<file path="src/common/wwfb_defs.svh">
// Offsets, field positions, reset values and frame constants of the frame bridge.
`ifndef WWFB_DEFS_SVH
`define WWFB_DEFS_SVH

// Register byte offsets on the bus.
`define WWFB_OFS_CTRL 8'h00
`define WWFB_OFS_BADDR_LO 8'h04
`define WWFB_OFS_BADDR_HI 8'h08
`define WWFB_OFS_WIRED_MAC_LO 8'h0c
`define WWFB_OFS_WIRED_MAC_HI 8'h10
`define WWFB_OFS_WLESS_MAC_LO 8'h14
`define WWFB_OFS_WLESS_MAC_HI 8'h18
`define WWFB_OFS_WIRED_IP 8'h1c
`define WWFB_OFS_WLESS_IP 8'h20
`define WWFB_OFS_STATUS 8'h24
`define WWFB_OFS_EFF_LO 8'h28
`define WWFB_OFS_EFF_HI 8'h2c

// Control register fields.
`define WWFB_CTRL_EN_BIT 0
`define WWFB_CTRL_PRE_BIT 1
`define WWFB_CTRL_REBOOT_BIT 8

// Status register fields.
`define WWFB_ST_ACTIVE_BIT 0
`define WWFB_ST_PRIM_WIRED_BIT 1
`define WWFB_ST_ADDR_VALID_BIT 2
`define WWFB_ST_EN_BIT 3
`define WWFB_ST_WIRED_UP_BIT 4
`define WWFB_ST_WLESS_UP_BIT 5
`define WWFB_ST_LEARNED_BIT 6

// Reset values.
`define WWFB_RST_WORD 32'h0000_0000
`define WWFB_RST_ADDR 48'h0000_0000_0000

// Frame constants.
`define WWFB_ETYPE_ARP 16'h0806
`define WWFB_ARP_OPER_REQ 16'h0001

// Bus encodings.
`define WWFB_HTRANS_NONSEQ_BIT 1
`define WWFB_HRESP_OKAY 1'b0

`endif

</file>
<file path="src/common/wwfb_pkg.sv">
// Types shared by the frame bridge modules.
package wwfb_pkg;

   // Header summary of one frame, carried with each frame handle.
   typedef struct packed {
      logic [47:0] dst;
      logic [47:0] src;
      logic [15:0] ethertype;
      logic [15:0] arp_oper;
      logic [31:0] arp_tpa;
      logic [15:0] handle;
   } wwfb_frame_t;

   // Where an accepted frame goes.
   typedef enum logic [2:0] {
      WWFB_V_FWD = 3'b001,
      WWFB_V_LOCAL = 3'b010,
      WWFB_V_DROP = 3'b100
   } wwfb_verdict_t;

   // Bridge state.
   typedef enum logic [1:0] {
      WWFB_INACTIVE = 2'b01,
      WWFB_ACTIVE = 2'b10
   } wwfb_state_t;

endpackage : wwfb_pkg

</file>
<file path="src/rtl/wwfb_fwd_slot.sv">
// One-entry frame slot that steers an accepted frame to the far port or to local services.
module wwfb_fwd_slot
   import wwfb_pkg::*;
(
   input wire logic clk_sys_in,
   input wire logic arst_n_in,
   input wire logic in_valid_in,
   input wire wwfb_frame_t in_frame_in,
   input wire wwfb_verdict_t verdict_in,
   output logic in_ready_out,
   output logic fwd_valid_out,
   output wwfb_frame_t fwd_frame_out,
   input wire logic fwd_ready_in,
   output logic loc_valid_out,
   output wwfb_frame_t loc_frame_out,
   input wire logic loc_ready_in
);

   logic take;
   logic fwd_go;
   logic loc_go;
   logic fwd_busy_nxt;
   logic loc_busy_nxt;

   // A frame is taken only when the slot has room; dropped frames leave no trace.
   assign take = in_valid_in & in_ready_out;
   assign fwd_go = take & (verdict_in == WWFB_V_FWD);
   assign loc_go = take & (verdict_in == WWFB_V_LOCAL);
   assign fwd_busy_nxt = fwd_go | (fwd_valid_out & ~fwd_ready_in);
   assign loc_busy_nxt = loc_go | (loc_valid_out & ~loc_ready_in);

   // Valid flags hold until the consumer takes the frame.
   always_ff @(posedge clk_sys_in or negedge arst_n_in) begin
      if (!arst_n_in) begin
         fwd_valid_out <= 1'b0;
         loc_valid_out <= 1'b0;
         in_ready_out <= 1'b0;
      end else begin
         fwd_valid_out <= fwd_busy_nxt;
         loc_valid_out <= loc_busy_nxt;
         in_ready_out <= ~(fwd_busy_nxt | loc_busy_nxt);
      end
   end

   // Frame data registers load only on a take.
   always_ff @(posedge clk_sys_in or negedge arst_n_in) begin
      if (!arst_n_in) begin
         fwd_frame_out <= '0;
         loc_frame_out <= '0;
      end else begin
         if (fwd_go) begin
            fwd_frame_out <= in_frame_in;
         end
         if (loc_go) begin
            loc_frame_out <= in_frame_in;
         end
      end
   end

endmodule : wwfb_fwd_slot

</file>
<file path="src/rtl/wwfb_bridge.sv">
// Wired to wireless frame bridge with primary port selection and bus registers.
`include "wwfb_defs.svh"

module wwfb_bridge
   import wwfb_pkg::*;
(
   input wire logic clk_sys_in,
   input wire logic arst_n_in,
   // Bus slave.
   input wire logic hsel_in,
   input wire logic [31:0] haddr_in,
   input wire logic [1:0] htrans_in,
   input wire logic hwrite_in,
   input wire logic [2:0] hsize_in,
   input wire logic [31:0] hwdata_in,
   input wire logic hready_in,
   output logic [31:0] hrdata_out,
   output logic hreadyout_out,
   output logic hresp_out,
   // Link states.
   input wire logic wired_link_up_in,
   input wire logic wireless_link_up_in,
   // Frames received on the wired port.
   input wire logic wired_rx_valid_in,
   input wire wwfb_frame_t wired_rx_frame_in,
   output logic wired_rx_ready_out,
   // Frames received on the wireless port.
   input wire logic wless_rx_valid_in,
   input wire wwfb_frame_t wless_rx_frame_in,
   output logic wless_rx_ready_out,
   // Frames sent out the wireless port.
   output logic wless_tx_valid_out,
   output wwfb_frame_t wless_tx_frame_out,
   input wire logic wless_tx_ready_in,
   // Frames sent out the wired port.
   output logic wired_tx_valid_out,
   output wwfb_frame_t wired_tx_frame_out,
   input wire logic wired_tx_ready_in,
   // Frames for local services, per receiving port.
   output logic wired_loc_valid_out,
   output wwfb_frame_t wired_loc_frame_out,
   input wire logic wired_loc_ready_in,
   output logic wless_loc_valid_out,
   output wwfb_frame_t wless_loc_frame_out,
   input wire logic wless_loc_ready_in,
   // Port state shown to the rest of the device.
   output logic bridge_active_out,
   output logic primary_is_wired_out,
   output logic [47:0] wless_station_addr_out,
   output logic [31:0] primary_ip_out,
   output logic [47:0] primary_mac_out,
   output logic primary_cfg_apply_out
);

   // Software-written registers; bridge enable and address are pending until reboot.
   logic cfg_en_r;
   logic cfg_pre_r;
   logic [47:0] cfg_baddr_r;
   logic [47:0] wired_mac_r;
   logic [47:0] wless_mac_r;
   logic [31:0] wired_ip_r;
   logic [31:0] wless_ip_r;
   logic reboot_r;
   // Values in force since the last reboot.
   logic boot_r;
   logic eff_en_r;
   logic eff_pre_r;
   logic learned_r;
   logic [47:0] baddr_r;
   logic addr_valid;
   // Bridge state and port selection.
   wwfb_state_t state_r;
   wwfb_state_t state_nxt;
   logic prim_wired_nxt;
   // Bus pipeline.
   logic wr_pend_r;
   logic [7:0] wr_addr_r;
   logic addr_phase;
   logic [31:0] rd_nxt;
   logic [31:0] status_word;
   // Frame steering.
   wwfb_verdict_t wired_verdict;
   wwfb_verdict_t wless_verdict;
   logic wired_take;
   logic learn_now;

   assign addr_valid = eff_pre_r | learned_r;
   assign wired_take = wired_rx_valid_in & wired_rx_ready_out;

   // Reboot reloads pending settings; a fresh reset counts as a reboot.
   always_ff @(posedge clk_sys_in or negedge arst_n_in) begin
      if (!arst_n_in) begin
         boot_r <= 1'b1;
      end else begin
         boot_r <= 1'b0;
      end
   end

   // Effective enable and preconfig flag change only at reboot.
   always_ff @(posedge clk_sys_in or negedge arst_n_in) begin
      if (!arst_n_in) begin
         eff_en_r <= 1'b0;
         eff_pre_r <= 1'b0;
      end else if (boot_r | reboot_r) begin
         eff_en_r <= cfg_en_r;
         eff_pre_r <= cfg_pre_r;
      end
   end

   // The first wired frame taken with bridging enabled supplies the address when none is preconfigured.
   assign learn_now = eff_en_r & ~eff_pre_r & ~learned_r & wired_take;

   // Bridge address: loaded at reboot, or learned once and then frozen.
   always_ff @(posedge clk_sys_in or negedge arst_n_in) begin
      if (!arst_n_in) begin
         baddr_r <= `WWFB_RST_ADDR;
         learned_r <= 1'b0;
      end else if (boot_r | reboot_r) begin
         baddr_r <= cfg_baddr_r;
         learned_r <= 1'b0;
      end else if (learn_now) begin
         baddr_r <= wired_rx_frame_in.src;
         learned_r <= 1'b1;
      end
   end

   // Active needs enable, both links and an address; a lost link drops it at once.
   always_comb begin
      state_nxt = state_r;
      unique case (state_r)
         WWFB_INACTIVE: begin
            if (eff_en_r & wired_link_up_in & wireless_link_up_in & addr_valid) begin
               state_nxt = WWFB_ACTIVE;
            end
         end
         WWFB_ACTIVE: begin
            if (~wired_link_up_in | ~wireless_link_up_in | ~eff_en_r) begin
               state_nxt = WWFB_INACTIVE;
            end
         end
         default: begin
            state_nxt = WWFB_INACTIVE;
         end
      endcase
      if (reboot_r) begin
         state_nxt = WWFB_INACTIVE;
      end
   end

   // With bridging off the wired port is fixed as primary and never switches.
   assign prim_wired_nxt = eff_en_r ? wired_link_up_in : 1'b1;

   // State register and the port-state outputs.
   always_ff @(posedge clk_sys_in or negedge arst_n_in) begin
      if (!arst_n_in) begin
         state_r <= WWFB_INACTIVE;
         bridge_active_out <= 1'b0;
         primary_is_wired_out <= 1'b1;
         primary_cfg_apply_out <= 1'b0;
      end else begin
         state_r <= state_nxt;
         bridge_active_out <= (state_nxt == WWFB_ACTIVE);
         primary_is_wired_out <= prim_wired_nxt;
         primary_cfg_apply_out <= (prim_wired_nxt != primary_is_wired_out) | boot_r;
      end
   end

   // Primary port's own interface settings follow the primary selection.
   always_ff @(posedge clk_sys_in or negedge arst_n_in) begin
      if (!arst_n_in) begin
         primary_ip_out <= `WWFB_RST_WORD;
         primary_mac_out <= `WWFB_RST_ADDR;
         wless_station_addr_out <= `WWFB_RST_ADDR;
      end else begin
         primary_ip_out <= prim_wired_nxt ? wired_ip_r : wless_ip_r;
         primary_mac_out <= prim_wired_nxt ? wired_mac_r : wless_mac_r;
         wless_station_addr_out <= (state_nxt == WWFB_ACTIVE) ? baddr_r : wless_mac_r;
      end
   end

   // Wired frame verdict: while active local hits first, foreign sources dropped, rest bridged; else local only if wired is primary.
   always_comb begin
      wired_verdict = WWFB_V_DROP;
      if (!eff_en_r) begin
         wired_verdict = WWFB_V_LOCAL;
      end else if (state_r == WWFB_ACTIVE) begin
         if (wired_rx_frame_in.dst == wired_mac_r) begin
            wired_verdict = WWFB_V_LOCAL;
         end else if (wired_rx_frame_in.ethertype == `WWFB_ETYPE_ARP
                      && wired_rx_frame_in.arp_oper == `WWFB_ARP_OPER_REQ
                      && wired_rx_frame_in.arp_tpa == primary_ip_out) begin
            wired_verdict = WWFB_V_LOCAL;
         end else if (wired_rx_frame_in.src != baddr_r) begin
            wired_verdict = WWFB_V_DROP;
         end else begin
            wired_verdict = WWFB_V_FWD;
         end
      end else if (primary_is_wired_out) begin
         wired_verdict = WWFB_V_LOCAL;
      end
   end

   // Wireless frame verdict: all bridged while active, all local with bridging off, else primary services only.
   always_comb begin
      wless_verdict = WWFB_V_DROP;
      if (!eff_en_r) begin
         wless_verdict = WWFB_V_LOCAL;
      end else if (state_r == WWFB_ACTIVE) begin
         wless_verdict = WWFB_V_FWD;
      end else if (!primary_is_wired_out) begin
         wless_verdict = WWFB_V_LOCAL;
      end
   end

   // Wired receive path.
   wwfb_fwd_slot u_wired_slot (
      .clk_sys_in(clk_sys_in),
      .arst_n_in(arst_n_in),
      .in_valid_in(wired_rx_valid_in),
      .in_frame_in(wired_rx_frame_in),
      .verdict_in(wired_verdict),
      .in_ready_out(wired_rx_ready_out),
      .fwd_valid_out(wless_tx_valid_out),
      .fwd_frame_out(wless_tx_frame_out),
      .fwd_ready_in(wless_tx_ready_in),
      .loc_valid_out(wired_loc_valid_out),
      .loc_frame_out(wired_loc_frame_out),
      .loc_ready_in(wired_loc_ready_in)
   );

   // Wireless receive path.
   wwfb_fwd_slot u_wless_slot (
      .clk_sys_in(clk_sys_in),
      .arst_n_in(arst_n_in),
      .in_valid_in(wless_rx_valid_in),
      .in_frame_in(wless_rx_frame_in),
      .verdict_in(wless_verdict),
      .in_ready_out(wless_rx_ready_out),
      .fwd_valid_out(wired_tx_valid_out),
      .fwd_frame_out(wired_tx_frame_out),
      .fwd_ready_in(wired_tx_ready_in),
      .loc_valid_out(wless_loc_valid_out),
      .loc_frame_out(wless_loc_frame_out),
      .loc_ready_in(wless_loc_ready_in)
   );

   // Bus address phase: a selected NONSEQ or SEQ transfer while the bus is ready.
   assign addr_phase = hsel_in & htrans_in[`WWFB_HTRANS_NONSEQ_BIT] & hready_in;

   // Status word shows the bridge's own state.
   always_comb begin
      status_word = `WWFB_RST_WORD;
      status_word[`WWFB_ST_ACTIVE_BIT] = (state_r == WWFB_ACTIVE);
      status_word[`WWFB_ST_PRIM_WIRED_BIT] = primary_is_wired_out;
      status_word[`WWFB_ST_ADDR_VALID_BIT] = addr_valid;
      status_word[`WWFB_ST_EN_BIT] = eff_en_r;
      status_word[`WWFB_ST_WIRED_UP_BIT] = wired_link_up_in;
      status_word[`WWFB_ST_WLESS_UP_BIT] = wireless_link_up_in;
      status_word[`WWFB_ST_LEARNED_BIT] = learned_r;
   end

   // Read mux; unmapped offsets read as zero.
   always_comb begin
      rd_nxt = `WWFB_RST_WORD;
      unique case (haddr_in[7:0])
         `WWFB_OFS_CTRL: begin
            rd_nxt[`WWFB_CTRL_EN_BIT] = cfg_en_r;
            rd_nxt[`WWFB_CTRL_PRE_BIT] = cfg_pre_r;
         end
         `WWFB_OFS_BADDR_LO: rd_nxt = cfg_baddr_r[31:0];
         `WWFB_OFS_BADDR_HI: rd_nxt[15:0] = cfg_baddr_r[47:32];
         `WWFB_OFS_WIRED_MAC_LO: rd_nxt = wired_mac_r[31:0];
         `WWFB_OFS_WIRED_MAC_HI: rd_nxt[15:0] = wired_mac_r[47:32];
         `WWFB_OFS_WLESS_MAC_LO: rd_nxt = wless_mac_r[31:0];
         `WWFB_OFS_WLESS_MAC_HI: rd_nxt[15:0] = wless_mac_r[47:32];
         `WWFB_OFS_WIRED_IP: rd_nxt = wired_ip_r;
         `WWFB_OFS_WLESS_IP: rd_nxt = wless_ip_r;
         `WWFB_OFS_STATUS: rd_nxt = status_word;
         `WWFB_OFS_EFF_LO: rd_nxt = addr_valid ? baddr_r[31:0] : `WWFB_RST_WORD;
         `WWFB_OFS_EFF_HI: rd_nxt[15:0] = addr_valid ? baddr_r[47:32] : 16'h0000;
         default: rd_nxt = `WWFB_RST_WORD;
      endcase
      if (haddr_in[31:8] != 24'h00_0000) begin
         rd_nxt = `WWFB_RST_WORD;
      end
   end

   // Zero-wait slave: read data registered in the address phase, write taken in data phase.
   always_ff @(posedge clk_sys_in or negedge arst_n_in) begin
      if (!arst_n_in) begin
         hrdata_out <= `WWFB_RST_WORD;
         hreadyout_out <= 1'b1;
         hresp_out <= `WWFB_HRESP_OKAY;
         wr_pend_r <= 1'b0;
         wr_addr_r <= 8'h00;
      end else begin
         hreadyout_out <= 1'b1;
         hresp_out <= `WWFB_HRESP_OKAY;
         wr_pend_r <= addr_phase & hwrite_in & (haddr_in[31:8] == 24'h00_0000);
         if (addr_phase) begin
            wr_addr_r <= haddr_in[7:0];
            if (!hwrite_in) begin
               hrdata_out <= rd_nxt;
            end
         end
      end
   end

   // Register writes; the reboot bit is a self-clearing command.
   always_ff @(posedge clk_sys_in or negedge arst_n_in) begin
      if (!arst_n_in) begin
         cfg_en_r <= 1'b0;
         cfg_pre_r <= 1'b0;
         cfg_baddr_r <= `WWFB_RST_ADDR;
         wired_mac_r <= `WWFB_RST_ADDR;
         wless_mac_r <= `WWFB_RST_ADDR;
         wired_ip_r <= `WWFB_RST_WORD;
         wless_ip_r <= `WWFB_RST_WORD;
         reboot_r <= 1'b0;
      end else begin
         reboot_r <= 1'b0;
         if (wr_pend_r) begin
            unique case (wr_addr_r)
               `WWFB_OFS_CTRL: begin
                  cfg_en_r <= hwdata_in[`WWFB_CTRL_EN_BIT];
                  cfg_pre_r <= hwdata_in[`WWFB_CTRL_PRE_BIT];
                  reboot_r <= hwdata_in[`WWFB_CTRL_REBOOT_BIT];
               end
               `WWFB_OFS_BADDR_LO: cfg_baddr_r[31:0] <= hwdata_in;
               `WWFB_OFS_BADDR_HI: cfg_baddr_r[47:32] <= hwdata_in[15:0];
               `WWFB_OFS_WIRED_MAC_LO: wired_mac_r[31:0] <= hwdata_in;
               `WWFB_OFS_WIRED_MAC_HI: wired_mac_r[47:32] <= hwdata_in[15:0];
               `WWFB_OFS_WLESS_MAC_LO: wless_mac_r[31:0] <= hwdata_in;
               `WWFB_OFS_WLESS_MAC_HI: wless_mac_r[47:32] <= hwdata_in[15:0];
               `WWFB_OFS_WIRED_IP: wired_ip_r <= hwdata_in;
               `WWFB_OFS_WLESS_IP: wless_ip_r <= hwdata_in;
               default: begin
               end
            endcase
         end
      end
   end

endmodule : wwfb_bridge

</file>
<file path="config.mk">
export PLATFORM = sky130hd
export DESIGN_NAME = wwfb_bridge
export DESIGN_NICKNAME = d
export VERILOG_FILES = /design/src/common/wwfb_pkg.sv /design/src/rtl/wwfb_fwd_slot.sv /design/src/rtl/wwfb_bridge.sv
export VERILOG_INCLUDE_DIRS = /design/src /design/src/common
export SDC_FILE = /design/constraint.sdc
export NUM_CORES = 2
export LEC_CHECK = 0
export ABC_AREA = 1
export BUFFER_PORTS_ARGS = -buffer_cell sky130_fd_sc_hd__buf_2
export CORE_AREA = 3 3 511 513
export CTS_BUF_LIST = sky130_fd_sc_hd__clkbuf_16
export CTS_CLUSTER_DIAMETER = 60
export DETAILED_ROUTE_END_ITERATION = 12
export DIE_AREA = 0 0 514 516
export GPL_ROUTABILITY_DRIVEN = 0
export HOLD_SLACK_MARGIN = 0.15
export PLACE_DENSITY = 0.36
export SETUP_SLACK_MARGIN = 0.4
export SYNTH_ARGS = -nofsm -noshare
export SYNTH_HDL_FRONTEND = slang
export SYNTH_SLANG_ARGS = --single-unit
export TNS_END_PERCENT = 50
</file>
<file path="constraint.sdc">
create_clock -name clk_sys_in -period 1.9 [get_ports clk_sys_in]
set_input_delay 0.19 -clock clk_sys_in [delete_from_list [all_inputs] [get_ports clk_sys_in]]
set_output_delay 0.19 -clock clk_sys_in [all_outputs]
set_load 0.02 [all_outputs]
</file>
# == After elaboration in Yosys (flattened, before gate mapping) ==
# Cells that the tools add are included.
# op_classes
eq_ne,32
n_mux,29
n_reduce_logical,17
bitwise,43
# ops
operator,n
two-way mux 48 bit,4
one-hot mux 14 bit (11 select lines),1
two-way mux 32 bit,3
one-hot mux 16 bit (6 select lines),1
== test 8 x 5 -> 1 bit (second input constant),8
== test 48 bit,1
!= test 48 bit,1
== test 8 x 6 -> 1 bit (second input constant),5
== test 32 bit,1
== test 8 x 4 -> 1 bit (second input constant),4
two-way mux 3 bit,9
logical NOT 24 bit,1
one-hot mux 2 bit (12 select lines),1
nonzero test 24 bit,1
AND 1 bit,20
AND reduction 2 bit,10
== test 16 x 1 -> 1 bit (second input constant),1
== test 16 x 12 -> 1 bit (second input constant),1
== test 8 x 3 -> 1 bit (second input constant),2
logical NOT 8 bit,2
two-way mux 16 bit,1
NOT 1 bit,12
OR 1 bit,11
== test 3 x 1 -> 1 bit (second input constant),2
other kinds (9),18
# word_totals
elab_cells,177
out_inout_bits,875
input_bits,434
ff_bits,1147

# == Longest topological paths before layout ==
# logic_depth
word_depth,12
depth_mapped,17
ltp_nobuf,15

# == Hierarchy ==
# From an unflattened synthesis, not the netlist that was laid out.
# hier_totals
hier_cells,5638
area_unflattened_um2,48412.7
# by_module_without_submodules
mod,seq_area_each_um2,cells_per_inst,n_inst,area_each_um2
wwfb_fwd_slot,8883.5,1541,2,13940.9
wwfb_bridge,10939.2,2556,1,20530.9

# == Worst setup path after synthesis ==
# No wires, ideal clock.
# synth_timing
kind,register -> register
from,register state_r[0]
to,register u_wired_slot.fwd_frame_out[0] in the netlist's numbering
required_ns,1.783
path_stages_with_launch,16
setup_slack_ns,-0.056
period_less_slack_ns,1.956
path_buffers,2
arrival_time_ns,1.839
setup_time_ns,0.117
cell_sequence,dfstp_2 > inv_1 > ha_1 > nand2_1 > a21oi_1 > nand4_1 > nor2_1 > nand2_1 > nor2_1 > nand2_1 > nor2_2 > nand2_2 > buf_2 > buf_2 > nand2_1 > nand2_1
# synth_between
elab_chain_len,5
# synth_rtl
element,line,rtl
from (decl),wwfb_bridge.sv:72,wwfb_state_t state_r;
from (signal assigned),wwfb_bridge.sv:161,state_r <= state_nxt;
== test 2 bit,wwfb_bridge.sv:186,end else if (state_r == WWFB_ACTIVE) begin
two-way mux 3 bit,wwfb_bridge.sv:186,
two-way mux 3 bit,wwfb_bridge.sv:184,if (!eff_en_r) begin
== test 3 x 1 -> 1 bit,wwfb_fwd_slot.sv:27,assign fwd_go = take & (verdict_in == WWFB_V_FWD);
AND 1 bit,wwfb_fwd_slot.sv:27,
to (signal assigned),wwfb_fwd_slot.sv:52,fwd_frame_out <= in_frame_in;
to (decl),wwfb_fwd_slot.sv:12,"output wwfb_frame_t fwd_frame_out,"
# No other way between the ends.
# A chain may end at the register's enable or synchronous reset.

# == Final worst setup path ==
# layout_timing
from,register wired_mac_r[40]
to,register u_wired_slot.fwd_frame_out[158] in the netlist's numbering
# layout_between
elab_chain_len,6
# layout_rtl
element,line,rtl
from (decl),wwfb_bridge.sv:59,logic [47:0] wired_mac_r;
from (signal assigned),wwfb_bridge.sv:315,wired_mac_r <= `WWFB_RST_ADDR;
from (signal assigned),wwfb_bridge.sv:332,`WWFB_OFS_WIRED_MAC_HI: wired_mac_r[47:32] <= hwdata_in[15:0];
== test 48 bit,wwfb_bridge.sv:187,if (wired_rx_frame_in.dst == wired_mac_r) begin
two-way mux 3 bit,wwfb_bridge.sv:187,
two-way mux 3 bit,wwfb_bridge.sv:186,
two-way mux 3 bit,wwfb_bridge.sv:184,
== test 3 x 1 -> 1 bit,wwfb_fwd_slot.sv:27,
AND 1 bit,wwfb_fwd_slot.sv:27,
# No other way between the ends.

==> impl_metrics.ini <==
[power_and_ir_drop]
switchingPower_w = 0.0323
power.density_mw_per_mm2 = 1150
switching_share_pct = 36.8
intPower_w = 0.0555
seqPwrFrac_pct = 36.4
clock_power_share_pct = 35.4
share_comb_of_total_power_pct = 28.1
total_power_w = 0.0877
power.ir.vdd_worst_mv = 0.905
total_leakage_power_nw = 39.7

[global_routing]
grt_pass1_vias = 47700
global_route.usage.total_pct = 21.9
grt_remaining_overflow = 0
grt_first_pass_wirelength_microns = 404000
pin_count_of_the_biggest_net_entering_global_routing = 87
grt_antenna_before_repair = 86

[route]
initialDrtViolationCount = 3734
vias_after_detailed_routing = 47900
detail_route.wirelength_microns = 305000
ant_nets = 0
route.detailed.wl_per_inst_microns = 27.1
drc = 0
first_pass_iteration_count_of_the_detailed_router = 6
via_per_inst = 4.26

[run_status]
violated_checks = negative setup slack
run_status = complete, but fails checks

[timing]
setup-tns-final_ps = -261230
setup_viol_count_final = 727
skew_ps = 61.5
slew_headroom_pct = 44.2
period_needed_ps = 2490
worst_pin_slew_ps = 828
achievable-frequency_mhz = 401
final_number_of_hold_violating_endpoints = 0
setup_ws_ps = -594
report.final.slew_viol_count = 0
min_hold_slack_ps = 179
setup_repair_after_global_routing_missed_its_margin = true
period_share_pct = 131

[synthesis]
syn_area_sq_mm = 0.0468
synth-seq-area-share_pct = 61.3
netlist.top_cell.by_area = sky130_fd_sc_hd__dfrtp_1
synth-seq-cells = 1147
ys_types = 39
synth_top_cells_by_area = sky130_fd_sc_hd__dfrtp_1 (61%), sky130_fd_sc_hd__nand2_1 (12%), sky130_fd_sc_hd__o21ai_0 (6.6%), sky130_fd_sc_hd__inv_1 (3.9%), sky130_fd_sc_hd__nand3_1 (3.5%)
syn-instance-count = 5267
ys.warnings.count = 0
synthDominantCellAreaShare_pct = 61.1
post_synth.cell_area_avg_sq_um = 8.89

[floorplanning]
die_y_microns = 516
floorplan.initialDensity_pct = 18.2
rows = 186
fp.dieArea_sq_mm = 0.265
chipWidth_microns = 514
io_pins = 1309
design.core.area_sq_mm = 0.257

[critical_path]
path_max_fanout = 7
worstPathCellList = buf_6 -> nand2_2 -> nand3_2 -> nor2_2 -> buf_6 -> nand2_4 -> buf_6 -> nor2_4 -> nand3_2 -> buf_6 -> nand2_4 -> buf_6 -> nor2_4 -> nand2_8 -> buf_6 -> buf_12 -> buf_16 -> o21ai_1
worstSetupEndpointType = flip-flop
timing.critical_path.buf_inv = 8
critPathArrivalTime_ps = 3170
critical-path-slowest-cell = sky130_fd_sc_hd__dfrtp_1
critPathKind = reg2reg
worst_path_top_cell_family_by_delay = buffers and inverters
cpPeakStageDelay_ps = 420
worst_setup_path_start_kind = flip-flop
cp.required_ps = 2570
timing.critical_path.mode_cell = sky130_fd_sc_hd__buf_6

[layout]
final_nets = 8118
synthToLayoutAreaGrowth_pct = 62.3
layout-drive-gt1-share_pct = 33.1

[cts]
clk_pin_slew_ps = 60
tritoncts_clock_tree = done
cts_buffer_depth = 3
cts_num_sinks = 1147
cts_inserted_buffers = 164
h_tree_level_count = 4
clock_tree.root_cell = sky130_fd_sc_hd__clkbuf_16
clk-insertion-delay-late_ps = 830

[run]
drv_cap = 0

[hold_path]
min-delay-path-class = in2reg

[place]
port-buffer-count = 1302
place_ws_ps = -1650
post-dp-hpwl_microns = 229000
==> cells in the final DEF (no fill, tap or decap), types with 34 or more instances in the layout <==
| cell | Yosys | routed |
|---|---|---|
| sky130_fd_sc_hd__dfrtp_1 | 1144 | 1134 |
| sky130_fd_sc_hd__buf_16 | 0 | 34 |
| sky130_fd_sc_hd__buf_6 | 1 | 35 |
| sky130_fd_sc_hd__nand2_1 | 1536 | 1370 |
| sky130_fd_sc_hd__nand3_1 | 323 | 298 |
| sky130_fd_sc_hd__o22ai_1 | 52 | 51 |
| sky130_fd_sc_hd__xnor2_1 | 64 | 61 |
| sky130_fd_sc_hd__a21oi_1 | 213 | 212 |
| sky130_fd_sc_hd__nor2_1 | 274 | 260 |
| sky130_fd_sc_hd__buf_2 | 76 | 1301 |
| sky130_fd_sc_hd__buf_4 | 12 | 564 |
| sky130_fd_sc_hd__clkbuf_16 | 0 | 183 |
| sky130_fd_sc_hd__o21ai_0 | 613 | 612 |
| sky130_fd_sc_hd__inv_1 | 491 | 508 |
| sky130_fd_sc_hd__nand2_2 | 2 | 117 |
| sky130_fd_sc_hd__o211ai_1 | 36 | 36 |
| sky130_fd_sc_hd__nand2_4 | 0 | 48 |
| sky130_fd_sc_hd__o21ai_1 | 92 | 64 |
| sky130_fd_sc_hd__buf_12 | 0 | 101 |
| sky130_fd_sc_hd__dlygate4sd3_1 | 0 | 486 |
==> registers in the layout (all words and copies together), names as in the netlist, 2 cells and up <==
name,count
u_wired_slot.fwd_frame_out,176
primary_ip_out,32
cfg_baddr_r,48
wired_ip_r,32
wr_addr_r,8
baddr_r,48
wless_ip_r,32
hrdata_out,32
wired_mac_r,48
primary_mac_out,48
state_r,2
wless_station_addr_out,48
wless_mac_r,48
u_wless_slot.fwd_frame_out,176
u_wless_slot.loc_frame_out,176
u_wired_slot.loc_frame_out,176
==> layer usage <==
metal / vias up / GRT usage [%] / part of all wire [%] / wire, microns
met5: - / 0 / 0.036 / 109
met4: 18 / 6.72 / 3.2 / 9680
met3: 412 / 5.05 / 6.7 / 20500
met2: 1859 / 37.3 / 48 / 148000
met1: 23800 / 27.4 / 42 / 127000
li1: 21800 / - / - / -
==> cell families after synthesis <==
kind of cell	Yosys count	synth area share [%]
adders and majority gates	2	0.0534
and+or+nand+nor	2205	18.9
AOI/OAI and AO/OA	1044	11.7
DFF	1147	61.3
xor gates and xnor gates	67	1.25
other	2	0.0160
buffers and inverters	796	6.70
muxes	4	0.0962
==> metrics by stage <==
stage                     util (%)  instances  instance area, sq um
after detailed placement      24.4      10300                 62500
after global routing          29.6      11200                 75900
after floorplan                  -       5268                 47000
after global placement        24.4      10300                 62500
after CTS                     29.0      11200                 74500
final                         29.6      11200                 76000
==> cell type report <==
| cell class | instances | area, sq um |
|---|---|---|
| well taps | 3384 | 4230 |
| diodes | 32 | 80.1 |
| inverters | 496 | 1870 |
| multi-input cells | 3327 | 16100 |
| fillers | 27600 | 181000 |
| clock buffers | 165 | 4130 |
| repair buffers | 2546 | 19500 |
| flip-flops and latches | 1147 | 28700 |
| clock inverters | 134 | 1320 |
==> power by group through the flow <==
| stage | combinational, W | clock, W | sequential (W) |
|---|---|---|---|
| 2_1_floorplan | 0.00521 | 0 | 0.0375 |
| 3_3_place_gp | 0.0226 | 0 | 0.0321 |
| 3_5_place_dp | 0.0227 | 0 | 0.0322 |
| 4_1_cts | 0.0244 | 0.0320 | 0.0319 |
| 5_1_grt | 0.0262 | 0.0329 | 0.0325 |
| 6_report | 0.0247 | 0.0311 | 0.0320 |
==> Yosys cell counts (all sizes together) <==
master,n
xor2,3
o221ai,5
a21oi,213
nand4,21
nor2,278
o31ai,13
dfrtp,1144
a31oi,14
o311ai,1
o21ai,705
nand3,323
nor4,6
mux2,4
dfstp,3
clkbuf,209
nand3b,1
o22ai,52
o2111ai,3
nand2,1538
nor3b,1
xnor2,64
and2,3
ha,2
nor3,33
or2,1
a22o,1
conb,2
o32ai,1
inv,496
buf,91
o211ai,36
==> path summary, 6_finish.rpt <==
path / start / end / slack [ps] / depth (start not counted)
worst max-delay path: wired_mac_r[40] / u_wired_slot.fwd_frame_out[158] / -590 / 18
worst min-delay path: wless_rx_valid_in / u_wless_slot.fwd_valid_out / 180 / 5
worst max register to register: wired_mac_r[40] / u_wired_slot.fwd_frame_out[158] / -590 / 18
worst min register to register: u_wired_slot.loc_frame_out[112] / u_wired_slot.loc_frame_out[112] / 460 / 2
max in group asynchronous: arst_n_in / u_wired_slot.loc_frame_out[149] / 900 / 3
min in group asynchronous: arst_n_in / u_wless_slot.loc_frame_out[37] / 300 / 3
==> worst register-to-register path, cell delays in order, from the launching register on <==
cell and delay [ps]:
sky130_fd_sc_hd__dfrtp_1 420, sky130_fd_sc_hd__buf_6 130, sky130_fd_sc_hd__nand2_2 70, sky130_fd_sc_hd__nand3_2 70, sky130_fd_sc_hd__nor2_2 130, sky130_fd_sc_hd__buf_6 130, sky130_fd_sc_hd__nand2_4 50, sky130_fd_sc_hd__buf_6 130
sky130_fd_sc_hd__nor2_4 80, sky130_fd_sc_hd__nand3_2 80, sky130_fd_sc_hd__buf_6 130, sky130_fd_sc_hd__nand2_4 80, sky130_fd_sc_hd__buf_6 100, sky130_fd_sc_hd__nor2_4 40, sky130_fd_sc_hd__nand2_8 100, sky130_fd_sc_hd__buf_6 120
sky130_fd_sc_hd__buf_12 170, sky130_fd_sc_hd__buf_16 230, sky130_fd_sc_hd__o21ai_1 70
==> repair_timing <==
item,CTS,global route
cloned,25,22
hold endpoints to repair,2180,0
pin swaps,12,47
hold buffers,487,0
setup endpoints to repair,2002,2007
buffers inserted,39,11
resized for setup,161,247
(Power assumes the default switching activity.)
